`src/pkg/sacl_pkg.sv`:
```
// constants, types and field layout of the converter control block
// assumes a 10 MHz bus clock and a 32-bit apb master with byte addresses
// ============================================================
`default_nettype none
package sacl_pkg;
	// ============================================================
	// register byte addresses
	localparam logic [7:0] ADDR_STATUS_CONTROL = 8'h00; // status and control
	localparam logic [7:0] ADDR_RESULT_HIGH = 8'h04; // result high
	localparam logic [7:0] ADDR_RESULT_LOW = 8'h08; // result low
	localparam logic [7:0] ADDR_CLOCK_CONFIG = 8'h0C; // clock and mode
	// ============================================================
	// field positions
	localparam int SCR_CONV_COMPLETE_FLAG_BIT = 7; // completion flag
	localparam int SCR_IRQ_ENABLE_BIT_BIT = 6; // interrupt enable
	localparam int SCR_CONTINUOUS_CONV_BIT_BIT = 5; // continuous bit
	localparam int CLK_DIV_LSB = 5; // divider field 7:5
	localparam int CLK_SRC_BIT = 4; // clock source
	localparam int CLK_MODE_LSB = 2; // justification 3:2
	// ============================================================
	// reset values and codes
	localparam logic [4:0] CH_OFF = 5'h1F; // power-off code, reset value
	localparam logic [4:0] CH_PORT_LAST = 5'h06; // last port line code
	localparam logic [1:0] MODE_TRUNC8 = 2'h0; // 8-bit truncation
	localparam logic [1:0] MODE_RIGHT = 2'h1; // right justified, reset value
	localparam logic [1:0] MODE_LEFT = 2'h2; // left justified
	localparam logic [1:0] MODE_SIGNED = 2'h3; // left justified signed
	localparam logic [2:0] DIV_RST = 3'h0; // divide by one
	localparam logic SRC_RST = 1'b0; // external reference clock
	// ============================================================
	// conversion timing in converter clock cycles
	localparam logic [4:0] SAMPLE_STEPS = 5'h06; // steps spent sampling
	localparam logic [4:0] LAST_STEP = 5'h0F; // sixteenth step
	localparam logic [3:0] DIV_MAX_M1 = 4'hF; // divide by sixteen, minus one
	// ============================================================
	// conversion sequencer
	typedef enum logic [0:0] {S_IDLE, S_CONV} sacl_state_e;
endpackage
`default_nettype wire

```
`src/hw/sacl_top.sv`:
```
// converter control: apb registers, clock prescaler, sar sequencer, formatting
// assumes an analog comparator outside that answers against the trial code
// and port logic outside that honours the override mask
//
// Our own choices: the register offsets and the APB register port.
`timescale 1ns/100ps
`default_nettype none
module sacl_top (
	input wire logic CLOCK_IN, // bus clock, 10 MHz
	input wire logic RST_B_IN, // async reset, active low
	input wire logic PSEL_IN, // apb select
	input wire logic PENABLE_IN, // apb enable
	input wire logic PWRITE_IN, // apb direction
	input wire logic [7:0] PADDR_IN, // apb byte address
	input wire logic [31:0] PWDATA_IN, // apb write data
	input wire logic EXT_REF_CLK_IN, // external reference clock, async
	input wire logic COMP_IN, // comparator: input above trial code
	input wire logic STOP_IN, // processor in stop mode
	output logic [31:0] PRDATA_OUT, // apb read data
	output logic PREADY_OUT, // apb ready
	output logic PSLVERR_OUT, // apb error on unmapped address
	output logic IRQ_OUT, // interrupt request, level
	output logic ADC_POWER_ON_OUT, // analog part powered
	output logic [4:0] CHANNEL_SEL_OUT, // multiplexer select
	output logic [9:0] DAC_CODE_OUT, // sar trial code
	output logic SAMPLE_OUT, // input sampling window
	output logic [6:0] PORT_OVERRIDE_OUT // port line taken by converter
);
	// ============================================================
	// state
	typedef struct packed {
		sacl_pkg::sacl_state_e st; // sequencer state
		logic [4:0] step; // converter cycle in conversion
		logic [9:0] sar; // approximation register
		logic conv_complete_flag; // completion flag
		logic irq_enable_bit; // interrupt enable
		logic continuous_conv_bit; // continuous bit
		logic [4:0] ch; // channel select field
		logic [2:0] div; // clock divider field
		logic src; // clock source select
		logic [1:0] mode; // justification field
		logic [7:0] res_h; // result high
		logic [7:0] res_l; // result low
		logic lock; // low result frozen
		logic irq_pend; // pending request
		logic first_done; // a conversion finished since start
		logic [3:0] pcnt; // prescaler count
		logic ext_s1; // reference clock sync stage one
		logic ext_s2; // reference clock sync stage two
		logic ext_s3; // edge detect history
		logic cmp_s1; // comparator sync stage one
		logic cmp_s2; // comparator sync stage two
		logic stop_d; // stop level last cycle
		logic [7:0] prdata; // read data
		logic pready; // ready
		logic pslverr; // error
		logic irq; // interrupt output
		logic pwr; // power output
		logic samp; // sampling output
		logic [6:0] pmask; // port override output
	} sacl_regs_s;

	sacl_regs_s r_reg; // registered state
	sacl_regs_s r_next; // next state
	logic acc_done; // apb transfer completes this edge
	logic wr_en; // completing write
	logic rd_en; // completing read
	logic in_tick; // converter input clock tick
	logic [3:0] div_m1; // divide ratio minus one
	logic adc_tick; // converter clock enable
	logic conv_done; // conversion ends this edge
	logic [9:0] sar_val; // approximation after this step
	logic [9:0] res_fmt; // result with sign bit applied
	logic hold_low; // high read in flight or done
	logic restart; // begin a fresh conversion

	// ============================================================
	// next state
	always_comb begin
		r_next = r_reg;
		// two-flop synchronisers, third flop for edge
		r_next.ext_s1 = EXT_REF_CLK_IN;
		r_next.ext_s2 = r_reg.ext_s1;
		r_next.ext_s3 = r_reg.ext_s2;
		r_next.cmp_s1 = COMP_IN;
		r_next.cmp_s2 = r_reg.cmp_s1;
		r_next.stop_d = STOP_IN;

		// bus decode: one wait state, side effects at the ready edge
		acc_done = PSEL_IN & PENABLE_IN & r_reg.pready;
		wr_en = acc_done & PWRITE_IN;
		rd_en = acc_done & ~PWRITE_IN;

		// input clock and prescaler
		in_tick = r_reg.src ? 1'b1 : (r_reg.ext_s2 & ~r_reg.ext_s3);
		if (r_reg.div[2]) begin
			div_m1 = sacl_pkg::DIV_MAX_M1;
		end else begin
			div_m1 = 4'((5'h01 << r_reg.div[1:0]) - 5'h01);
		end
		adc_tick = in_tick && (r_reg.pcnt >= div_m1);
		// prescaler count, cleared on every start so that a
		// conversion never runs longer than sixteen full periods;
		// the reference clock edge alignment can cut the first one short
		if (in_tick) begin
			r_next.pcnt = adc_tick ? 4'h0 : r_reg.pcnt + 4'h1;
		end

		// successive approximation steps
		conv_done = 1'b0;
		sar_val = r_reg.sar;
		if (r_reg.st == sacl_pkg::S_CONV && adc_tick) begin
			if (r_reg.step == sacl_pkg::SAMPLE_STEPS - 5'h01) begin
				sar_val = 10'h200; // first trial, top bit
			end else if (r_reg.step >= sacl_pkg::SAMPLE_STEPS) begin
				// drop the trial bit if input below trial
				if (!r_reg.cmp_s2) begin
					sar_val[4'(sacl_pkg::LAST_STEP - r_reg.step)] = 1'b0;
				end
				if (r_reg.step != sacl_pkg::LAST_STEP) begin
					sar_val[4'(sacl_pkg::LAST_STEP - r_reg.step - 5'h01)] = 1'b1;
				end
			end
			r_next.sar = sar_val;
			r_next.step = r_reg.step + 5'h01;
			conv_done = (r_reg.step == sacl_pkg::LAST_STEP);
		end

		// ========================================================
		// bus writes and read side effects (clears first)
		hold_low = r_reg.lock | (PSEL_IN & ~PWRITE_IN & (PADDR_IN == sacl_pkg::ADDR_RESULT_HIGH));
		restart = 1'b0;
		if (wr_en && PADDR_IN == sacl_pkg::ADDR_STATUS_CONTROL) begin
			r_next.irq_enable_bit = PWDATA_IN[sacl_pkg::SCR_IRQ_ENABLE_BIT_BIT];
			r_next.continuous_conv_bit = PWDATA_IN[sacl_pkg::SCR_CONTINUOUS_CONV_BIT_BIT];
			r_next.ch = PWDATA_IN[4:0];
			// flag writable only with interrupts on
			r_next.conv_complete_flag = PWDATA_IN[sacl_pkg::SCR_IRQ_ENABLE_BIT_BIT] & PWDATA_IN[sacl_pkg::SCR_CONV_COMPLETE_FLAG_BIT];
			r_next.irq_pend = 1'b0;
			restart = 1'b1;
		end else if (wr_en && PADDR_IN == sacl_pkg::ADDR_CLOCK_CONFIG) begin
			r_next.div = PWDATA_IN[sacl_pkg::CLK_DIV_LSB +: 3];
			r_next.src = PWDATA_IN[sacl_pkg::CLK_SRC_BIT];
			r_next.mode = PWDATA_IN[sacl_pkg::CLK_MODE_LSB +: 2];
		end else if (rd_en && PADDR_IN == sacl_pkg::ADDR_RESULT_HIGH) begin
			r_next.lock = (r_reg.mode != sacl_pkg::MODE_TRUNC8);
			r_next.irq_pend = 1'b0;
			if (!r_reg.irq_enable_bit) begin
				r_next.conv_complete_flag = 1'b0;
			end
		end else if (rd_en && PADDR_IN == sacl_pkg::ADDR_RESULT_LOW) begin
			r_next.lock = 1'b0;
			r_next.irq_pend = 1'b0;
			if (!r_reg.irq_enable_bit) begin
				r_next.conv_complete_flag = 1'b0;
			end
		end

		// ========================================================
		// conversion end: sets win over the clears above
		res_fmt = sar_val;
		if (r_reg.mode == sacl_pkg::MODE_SIGNED) begin
			res_fmt[9] = ~sar_val[9];
		end
		if (conv_done) begin
			r_next.first_done = 1'b1;
			if (r_reg.irq_enable_bit) begin
				r_next.irq_pend = 1'b1;
			end else if (!r_reg.continuous_conv_bit || !r_reg.first_done) begin
				r_next.conv_complete_flag = 1'b1;
			end
			if (r_reg.mode == sacl_pkg::MODE_TRUNC8) begin
				r_next.res_l = res_fmt[9:2];
				r_next.res_h = 8'h00;
			end else if (!hold_low) begin
				if (r_reg.mode == sacl_pkg::MODE_RIGHT) begin
					r_next.res_h = {6'h00, res_fmt[9:8]};
					r_next.res_l = res_fmt[7:0];
				end else begin
					r_next.res_h = res_fmt[9:2];
					r_next.res_l = {res_fmt[1:0], 6'h00};
				end
			end
			// back to back in continuous mode, else one shot
			if (r_reg.continuous_conv_bit) begin
				r_next.step = 5'h00;
				r_next.sar = 10'h000;
			end else begin
				r_next.st = sacl_pkg::S_IDLE;
			end
		end

		// ========================================================
		// start, stop and power
		if (r_reg.stop_d && !STOP_IN) begin
			restart = 1'b1;
		end
		if (restart) begin
			r_next.st = sacl_pkg::S_CONV;
			r_next.pcnt = 4'h0;
			r_next.step = 5'h00;
			r_next.sar = 10'h000;
			r_next.first_done = 1'b0;
		end
		if (STOP_IN || r_next.ch == sacl_pkg::CH_OFF) begin
			r_next.st = sacl_pkg::S_IDLE;
			r_next.step = 5'h00;
		end
		r_next.pwr = (r_next.ch != sacl_pkg::CH_OFF) & ~STOP_IN;
		r_next.samp = (r_next.st == sacl_pkg::S_CONV) && (r_next.step < sacl_pkg::SAMPLE_STEPS);
		for (int i = 0; i < 7; i++) begin
			// port logic masks this line while it is the input
			r_next.pmask[i] = r_next.pwr && (r_next.ch == 5'(i));
		end
		// request only while flag is zero in interrupt mode
		r_next.irq = r_next.irq_pend & r_next.irq_enable_bit & ~r_next.conv_complete_flag;

		// ========================================================
		// apb read data, captured the cycle before ready
		r_next.pready = 1'b0;
		r_next.pslverr = 1'b0;
		if (PSEL_IN && PENABLE_IN && !r_reg.pready) begin
			r_next.pready = 1'b1;
			r_next.prdata = 8'h00;
			if (PADDR_IN == sacl_pkg::ADDR_STATUS_CONTROL) begin
				r_next.prdata = {r_reg.conv_complete_flag, r_reg.irq_enable_bit, r_reg.continuous_conv_bit, r_reg.ch};
			end else if (PADDR_IN == sacl_pkg::ADDR_RESULT_HIGH) begin
				r_next.prdata = r_reg.res_h;
			end else if (PADDR_IN == sacl_pkg::ADDR_RESULT_LOW) begin
				r_next.prdata = r_reg.res_l;
			end else if (PADDR_IN == sacl_pkg::ADDR_CLOCK_CONFIG) begin
				r_next.prdata = {r_reg.div, r_reg.src, r_reg.mode, 2'h0};
			end else begin
				r_next.pslverr = 1'b1; // unmapped: error, data zero
			end
		end
	end

	// ============================================================
	// state register
	always_ff @(posedge CLOCK_IN or negedge RST_B_IN) begin
		if (!RST_B_IN) begin
			r_reg <= '0;
			r_reg.st <= sacl_pkg::S_IDLE;
			r_reg.ch <= sacl_pkg::CH_OFF;
			r_reg.mode <= sacl_pkg::MODE_RIGHT;
			r_reg.div <= sacl_pkg::DIV_RST;
			r_reg.src <= sacl_pkg::SRC_RST;
		end else begin
			r_reg <= r_next;
		end
	end

	// ============================================================
	// outputs, all from flops
	assign PRDATA_OUT = {24'h000000, r_reg.prdata};
	assign PREADY_OUT = r_reg.pready;
	assign PSLVERR_OUT = r_reg.pslverr;
	assign IRQ_OUT = r_reg.irq;
	assign ADC_POWER_ON_OUT = r_reg.pwr;
	assign CHANNEL_SEL_OUT = r_reg.ch;
	assign DAC_CODE_OUT = r_reg.sar;
	assign SAMPLE_OUT = r_reg.samp;
	assign PORT_OVERRIDE_OUT = r_reg.pmask;
endmodule
`default_nettype wire

```
`config.mk`:
```
export PLATFORM = sky130hd
export DESIGN_NAME = sacl_top
export DESIGN_NICKNAME = d
export VERILOG_FILES = /design/src/pkg/sacl_pkg.sv /design/src/hw/sacl_top.sv
export SDC_FILE = /design/constraint.sdc
export NUM_CORES = 1
export LEC_CHECK = 0
export ABC_AREA = 1
export BUFFER_PORTS_ARGS = -buffer_cell sky130_fd_sc_hd__buf_2
export CAP_MARGIN = 20
export CELL_PAD_IN_SITES_DETAIL_PLACEMENT = 0
export CELL_PAD_IN_SITES_GLOBAL_PLACEMENT = 1
export CORE_UTILIZATION = 30
export CTS_CLUSTER_SIZE = 12
export DETAILED_ROUTE_END_ITERATION = 7
export PLACE_DENSITY_LB_ADDON = 0.1
export SYNTH_ARGS = -nofsm -noshare
export SYNTH_HDL_FRONTEND = slang
export SYNTH_SLANG_ARGS = --single-unit
```
`constraint.sdc`:
```
create_clock -name CLOCK_IN -period 2.4 [get_ports CLOCK_IN]
set_clock_uncertainty 0.05 [all_clocks]
set_input_delay 0.12 -clock CLOCK_IN [delete_from_list [all_inputs] [get_ports CLOCK_IN]]
set_output_delay 0.12 -clock CLOCK_IN [all_outputs]
set_load 0.005 [all_outputs]
```
==> impl_results.md, run 1 <==
- Run status: complete, no violations
- Synthesis-to-layout area growth: 16.5%
- Gate power share: 0.059
- Die Footprint: 0.0159 mm²
- Die Ht: 126 µm
- Highest-count cells in the layout ignoring fill and taps: nand2_1 (115), dfrtp_1 (72), nor2_1 (57), buf_2 (57), inv_1 (52)
- Critical Path Start Type: register
- Synthesized area: 0.00461 mm²
- Synth Area in XOR/XNOR: 0.00570
- Slowest cell on crit path: dfrtp_2
- Seq/Total Area, Yosys: 0.431
- Final setup viols: 0
- IO Pins: 107
- CTS buffer count: 9
- Ys Warns: 0
- Mux share of post-synthesis cell area: 0.00489
- Fin. max-slew vios: 0
- Setup TNS: 0 ns
- Routed length per instance: 14.7 µm
- Number of global-route vias before repair: 3,638
- RSZ-0062 raised after global routing: no
- Req. time, crit path: 2.58 ns
- Clk root buf: clkbuf_16
- Pint: 2260 µW
- #FFs+latches synth: 79
- Congestion Overflow GR: 0
- H-tree level count: 3
- Post-Synthesis Cells: 552
- Crit-path max FO: 5
- Core area: 0.0148 mm²
- # port buffers: 58
- Hold crit path type: input pin to register
- Detailed Route WL: 11,800 µm
- TritonRoute pass-1 iters: 4
- Routability congestion estimate from global placement: 0.810
- Layout cell share with drive strength beyond 1: 0.266
- Largest net degree at the start of global routing: 55
- Peak VDD IR: 0.313 mV
- Post-DRT Antenna Nets: 0
- Most common cell after layout, fill and taps aside: nand2_1
- Worst slew pin tran: 0.591 ns
- Clock buffer depth: 2
- Number of failing hold endpoints at the final stage: 0
- Crit path top cell by count: nand2_1
- Post-synthesis adder-cell area fraction: 0.0272
- Main combinational cell family by area after synthesis: simple AND/OR/NAND/NOR gates
- Clk slew on worst S/H paths: 0.06 ns
- Synth Area in Compound Gates: 0.109
- Async SR Flop Fraction: 1.00
- Clock power frac: 0.482
- Max FFs per register: 41
- CP Capture Type: register
- Max Fclk: 464 MHz
- Clock sink count: 79
- Fin crit share: 0.898
- Syn Area/Cell: 8.35 µm²
- Non-Filler Instances: 804
- Number of flops mapped to enable cells by yosys: 0
- Synth cell types: 46
- Vias per cell: 4.52
- Cell row count: 44
- Ys flop type: dfrtp_1
- Placed insts: 779
- Min Tclk post-route: 2.16 ns
- CTS tree: yes
- Seq pwr share: 0.459
- Critical Path AT: 2.34 ns
- Iter 0 DRT Violations: 112
- First-pass GRT wire length: 19,400 µm
- Total track usage: 0.160
- N_diodes: 0
- DR vias: 3,637
- Die width: 126 µm
- Worst relative slew slack: 0.605
- Leakage: 0.00269 µW
- Cell chain of the critical path: nor2_2 -> nand2_1 -> ha_1 -> nand3_1 -> nand3_4 -> nand2_4 -> buf_4 -> o21ai_0 -> o21ai_1 -> nand2_1 -> nand2_1 -> nor2_1 -> nor2_1
- Drt drc: 0
- Final net count: 673
- CP peak stage delay: 0.44 ns
- Starting Density: 0.312
- Synth Area in Simple Gates: 0.269
- Power Total: 2960 µW
- Pwr Density: 552 mW/mm²
- Clock latency on the worst-skew pair: 0.35 ns
- Switching power: 705 µW
- Dpl hpwl: 9260 µm
- Antenna violations before repair: 0
- Fin area: 0.00537 mm²
- Total of max-cap violations: 0
- Dpl cell area: 0.00495 mm²
- Crit Path Category: register to register
- Net switching fraction of the power: 0.238
-- cell families (layout without fill, tap and decap cells) --
kind of cell | Yosys count | count (layout)
AOI/OAI and AO/OA | 81 | 81
xor gates and xnor gates | 3 | 3
adders and majority gates | 10 | 10
buffers and inverters | 126 | 171
DFF | 79 | 79
muxes | 2 | 2
other | 1 | 24
and+or+nand+nor | 250 | 250
-- timing repair --
| action | CTS | global route |
|---|---|---|
| buffers inserted | 0 | 1 |
| gates resized for setup | 0 | 9 |
| hold endpoints to repair | 33 | 0 |
| hold buffers | 8 | 0 |
| setup endpoints to repair | 0 | 8 |
-- Yosys cell counts (all sizes together), types with 3 or more instances --
cell type / n / area (µm²)
a21oi: 21 / 120
buf: 61 / 458
dfrtp: 73 / 1830
dfstp: 6 / 158
ha: 10 / 125
inv: 63 / 236
nand2: 129 / 539
nand3: 32 / 228
nand4: 10 / 62.6
nor2: 70 / 344
nor3: 7 / 51.3
o211ai: 8 / 60.1
o21ai: 36 / 188
o31ai: 3 / 22.5
xor2: 3 / 26.3
-- path summary, 6_finish.rpt --
path / start / to / slack (ns) / cells after the start
max reg2reg: r_reg[53] / r_reg[39] / 0.24 / 13
min: PWDATA_IN[5] / r_reg[60] / 0.02 / 3
max: r_reg[53] / r_reg[39] / 0.24 / 13
min in group asynchronous: RST_B_IN / DAC_CODE_OUT[8] / 0.18 / 2
max in group asynchronous: RST_B_IN / CHANNEL_SEL_OUT[4] / 1.47 / 3
min reg2reg: r_next[21] / r_reg[21] / 0.30 / 0
-- power groups by stage --
stage,clock network [µW],logic (µW),registers (µW)
after floorplan,0,111,1380
after global placement,0,169,1390
after detailed placement,0,171,1390
after CTS,1480,181,1360
after global routing,1530,200,1360
final,1430,175,1360
-- metal layers --
metal,track usage,vias up,part of all wire
met1,0.217,1724,0.49
met3,0.0297,12,0.027
met4,0.0609,0,0.016
met5,0,-,0
li1,-,1835,-
met2,0.253,66,0.47
-- area by class of cell --
type / instances / area, µm²
Clock buffer: 11 / 243
Multi-Input combinational cell: 370 / 2030
Tap cell: 184 / 230
Inverter: 64 / 240
Clock inverter: 5 / 65.1
Fill cell: 1565 / 9390
Sequential cell: 79 / 1990
Timing Repair Buffer: 91 / 573
-- per-stage QoR --
step                setup slack (ns)  utilization  hold slack [ns]
finish                         0.245        0.364           0.0169
detailed placement             0.171        0.335           0.0208
floorplan                      0.404            -           -0.226
CTS                            0.142        0.362          0.00824
global route                 0.00285        0.364           0.0243
global placement               0.170        0.335           0.0109
-- critical path: cells and delay by family, from the launching register on --
kind	cells	cell delay, ns
flip-flops	1	0.44
AND/OR/NAND/NOR	9	0.83
AO/OA/AOI/OAI	2	0.30
adder cells (fa/ha/maj)	1	0.27
buffers and inverters	1	0.16
No activity file was read; power rests on OpenSTA's default activity.
==> inputs of run 2 (changes only) <==
==> constraint.sdc (replaced) <==
create_clock -name CLOCK_IN -period 2.4 [get_ports CLOCK_IN]
set_clock_uncertainty 0.05 [all_clocks]
set_input_delay 0.48 -clock CLOCK_IN [delete_from_list [all_inputs] [get_ports CLOCK_IN]]
set_output_delay 0.48 -clock CLOCK_IN [all_outputs]
set_load 0.005 [all_outputs]
==> run 2 against run 1 <==
  * Largest power group unchanged
  * Critical endpoint is now r_reg[35]
  * Count of clock-buffer cells in the layout shrank 2
  * Critical path type unchanged
  * Critical path depth shrank 3
  * Wire length grew 0.17%
  * Setup slack lost 0.025 ns
  * Register-to-register slack lost 0.02 ns
==> impl_results.md, run 2 (same netlist as run 1, synthesis figures left out) <==
- Run status: complete, no violations (unchanged)
- CP peak stage delay: 0.41 ns (was 0.44 ns)
- Cell row count: 44 (unchanged)
- Iter 0 DRT Violations: 165 (was 112)
- Slowest cell on crit path: dfrtp_1 (was dfrtp_2)
- Dpl hpwl: 9330 µm (was 9260 µm)
- Routed length per instance: 14.9 µm (was 14.7 µm)
- Non-Filler Instances: 798 (was 804)
- Clk root buf: clkbuf_16 (unchanged)
- Total track usage: 0.159 (was 0.160)
- CTS tree: yes (unchanged)
- Highest-count cells in the layout ignoring fill and taps: nand2_1 (115), dfrtp_1 (73), nor2_1 (59) (was nand2_1 (115), dfrtp_1 (72), nor2_1 (57), buf_2 (57), inv_1 (52))
- Detailed Route WL: 11,900 µm (was 11,800 µm)
- Final setup viols: 0 (unchanged)
- Clock buffer depth: 2 (unchanged)
- Worst slew pin tran: 0.611 ns (was 0.591 ns)
- Clock latency on the worst-skew pair: 0.35 ns (about the same)
- Drt drc: 0 (unchanged)
- Vias per cell: 4.55 (was 4.52)
- DR vias: 3,627 (was 3,637)
- Antenna violations before repair: 0 (unchanged)
- Number of failing hold endpoints at the final stage: 0 (unchanged)
- TritonRoute pass-1 iters: 4 (unchanged)
- Number of global-route vias before repair: 3,578 (was 3,638)
- Crit Path Category: register to register (unchanged)
- Routability congestion estimate from global placement: 0.812 (was 0.810)
- Layout cell share with drive strength beyond 1: 0.262 (was 0.266)
- Congestion Overflow GR: 0 (unchanged)
- CP Capture Type: register (unchanged)
- First-pass GRT wire length: 19,200 µm (was 19,400 µm)
- Req. time, crit path: 2.62 ns (was 2.58 ns)
- Core area: 0.0148 mm² (unchanged)
- Hold_buf cts: 0 (was 8)
- Hold crit path type: input pin to async pin (was input pin to register)
- Min Tclk post-route: 2.18 ns (was 2.16 ns)
- H-tree level count: 3 (unchanged)
- Setup TNS: 0 ns (unchanged)
- Cell chain of the critical path: nor2_1 -> nand2_1 -> ha_1 -> nand3_1 -> nand3_4 -> buf_4 -> nand4_1 -> o21ai_1 -> nand2_1 -> a21oi_1 (was nor2_2 -> nand2_1 -> ha_1 -> nand3_1 -> nand3_4 -> nand2_4 -> buf_4 -> o21ai_0 -> o21ai_1 -> nand2_1 -> nand2_1 -> nor2_1 -> nor2_1)
- Final Core Density: 0.359 (was 0.364)
- Die width: 126 µm (unchanged)
- Pre-CTS setup slack: 0.196 ns (was 0.171 ns)
- Die Ht: 126 µm (unchanged)
- Die Footprint: 0.0159 mm² (unchanged)
- Final net count: 667 (was 673)
- IO Pins: 107 (unchanged)
- Clock sink count: 79 (unchanged)
- RSZ-0062 raised after global routing: no (unchanged)
- Peak VDD IR: 0.297 mV (was 0.313 mV)
- Fin. max-slew vios: 0 (unchanged)
- Crit path top cell by count: nand2_1 (unchanged)
- # port buffers: 58 (unchanged)
- Leakage: 0.00266 µW (was 0.00269 µW)
- Placed insts: 782 (was 779)
- Final WS setup: 0.220 ns (was 0.245 ns)
- Crit-path max FO: 5 (unchanged)
- Worst relative slew slack: 0.591 (was 0.605)
- Fillers: 1,547 (was 1,565)
- Critical Path Start Type: register (unchanged)
- Pwr Density: 560 mW/mm² (was 552 mW/mm²)
- Largest net degree at the start of global routing: 51 (was 55)
- Post-DRT Antenna Nets: 0 (unchanged)
- N_diodes: 0 (unchanged)
- Synthesis-to-layout area growth: 14.9% (was 16.5%)
- Total of max-cap violations: 0 (unchanged)
- Clk slew on worst S/H paths: 0.07 ns (was 0.06 ns)
- Max FFs per register: 41 (unchanged)
- Critical Path AT: 2.40 ns (was 2.34 ns)
- Starting Density: 0.312 (unchanged)
- Fin crit share: 0.908 (was 0.898)
- Max Fclk: 459 MHz (was 464 MHz)
- Most common cell after layout, fill and taps aside: nand2_1 (unchanged)
- CTS buffer count: 9 (unchanged)
-- run 2: area by class of cell --
type	count	area, µm²	share of cell area
repair buffers	85	520	0.0983
multi-input cells	370	2010	0.380
clock buffers	9	225	0.0425
clock inverters	7	80.1	0.0151
flip-flops and latches	79	1980	0.375
inverters	64	240	0.0454
well taps	184	230	0.0435
-- run 2: metal layers --
layer	up-vias	share of wire	global-route usage
li1	1824	-	-
met1	1713	0.49	0.221
met2	78	0.46	0.250
met3	12	0.037	0.0251
met4	0	0.014	0.0595
met5	-	0	0
-- run 2: worst max-delay path, delay by kind of cell, from the launching register on --
family / cells / cell delay (ns)
buffers and inverters: 1 / 0.15
adders and majority gates: 1 / 0.27
AOI/OAI and AO/OA: 2 / 0.50
DFF: 1 / 0.41
and+or+nand+nor: 6 / 0.71
-- run 2: what timing repair did --
item,CTS,global route
setup endpoints to repair,0,4
endpoints found under the hold margin,0,0
gates resized for setup,0,2
buffers inserted,0,0
-- run 2: where the power goes --
part	internal, µW	total (µW)	switching (µW)
Clock	819	1440	621
Combinational	54.0	167	113
Sequential	1350	1360	10.6
-- run 2: worst paths after layout --
check	startpoint	endpoint	slack [ns]	cells past startpoint
max	r_reg[54]	r_reg[35]	0.22	10
min	RST_B_IN	DAC_CODE_OUT[8]	0.03	1
max reg2reg	r_reg[54]	r_reg[35]	0.22	10
min reg2reg	r_next[21]	r_reg[21]	0.30	0
max in group asynchronous	RST_B_IN	CHANNEL_SEL_OUT[2]	1.60	2
min in group CLOCK_IN	EXT_REF_CLK_IN	r_next[24]	0.18	1
-- run 2: per-stage QoR --
step | total power, µW | area, µm² | hold WS (ns)
floorplan | 1490 | 4690 | 0.134
global placement | 1550 | 4980 | 0.283
detailed placement | 1560 | 4980 | 0.285
CTS | 3010 | 5290 | 0.0446
global route | 3070 | 5300 | 0.0537
finish | 2970 | 5300 | 0.0260
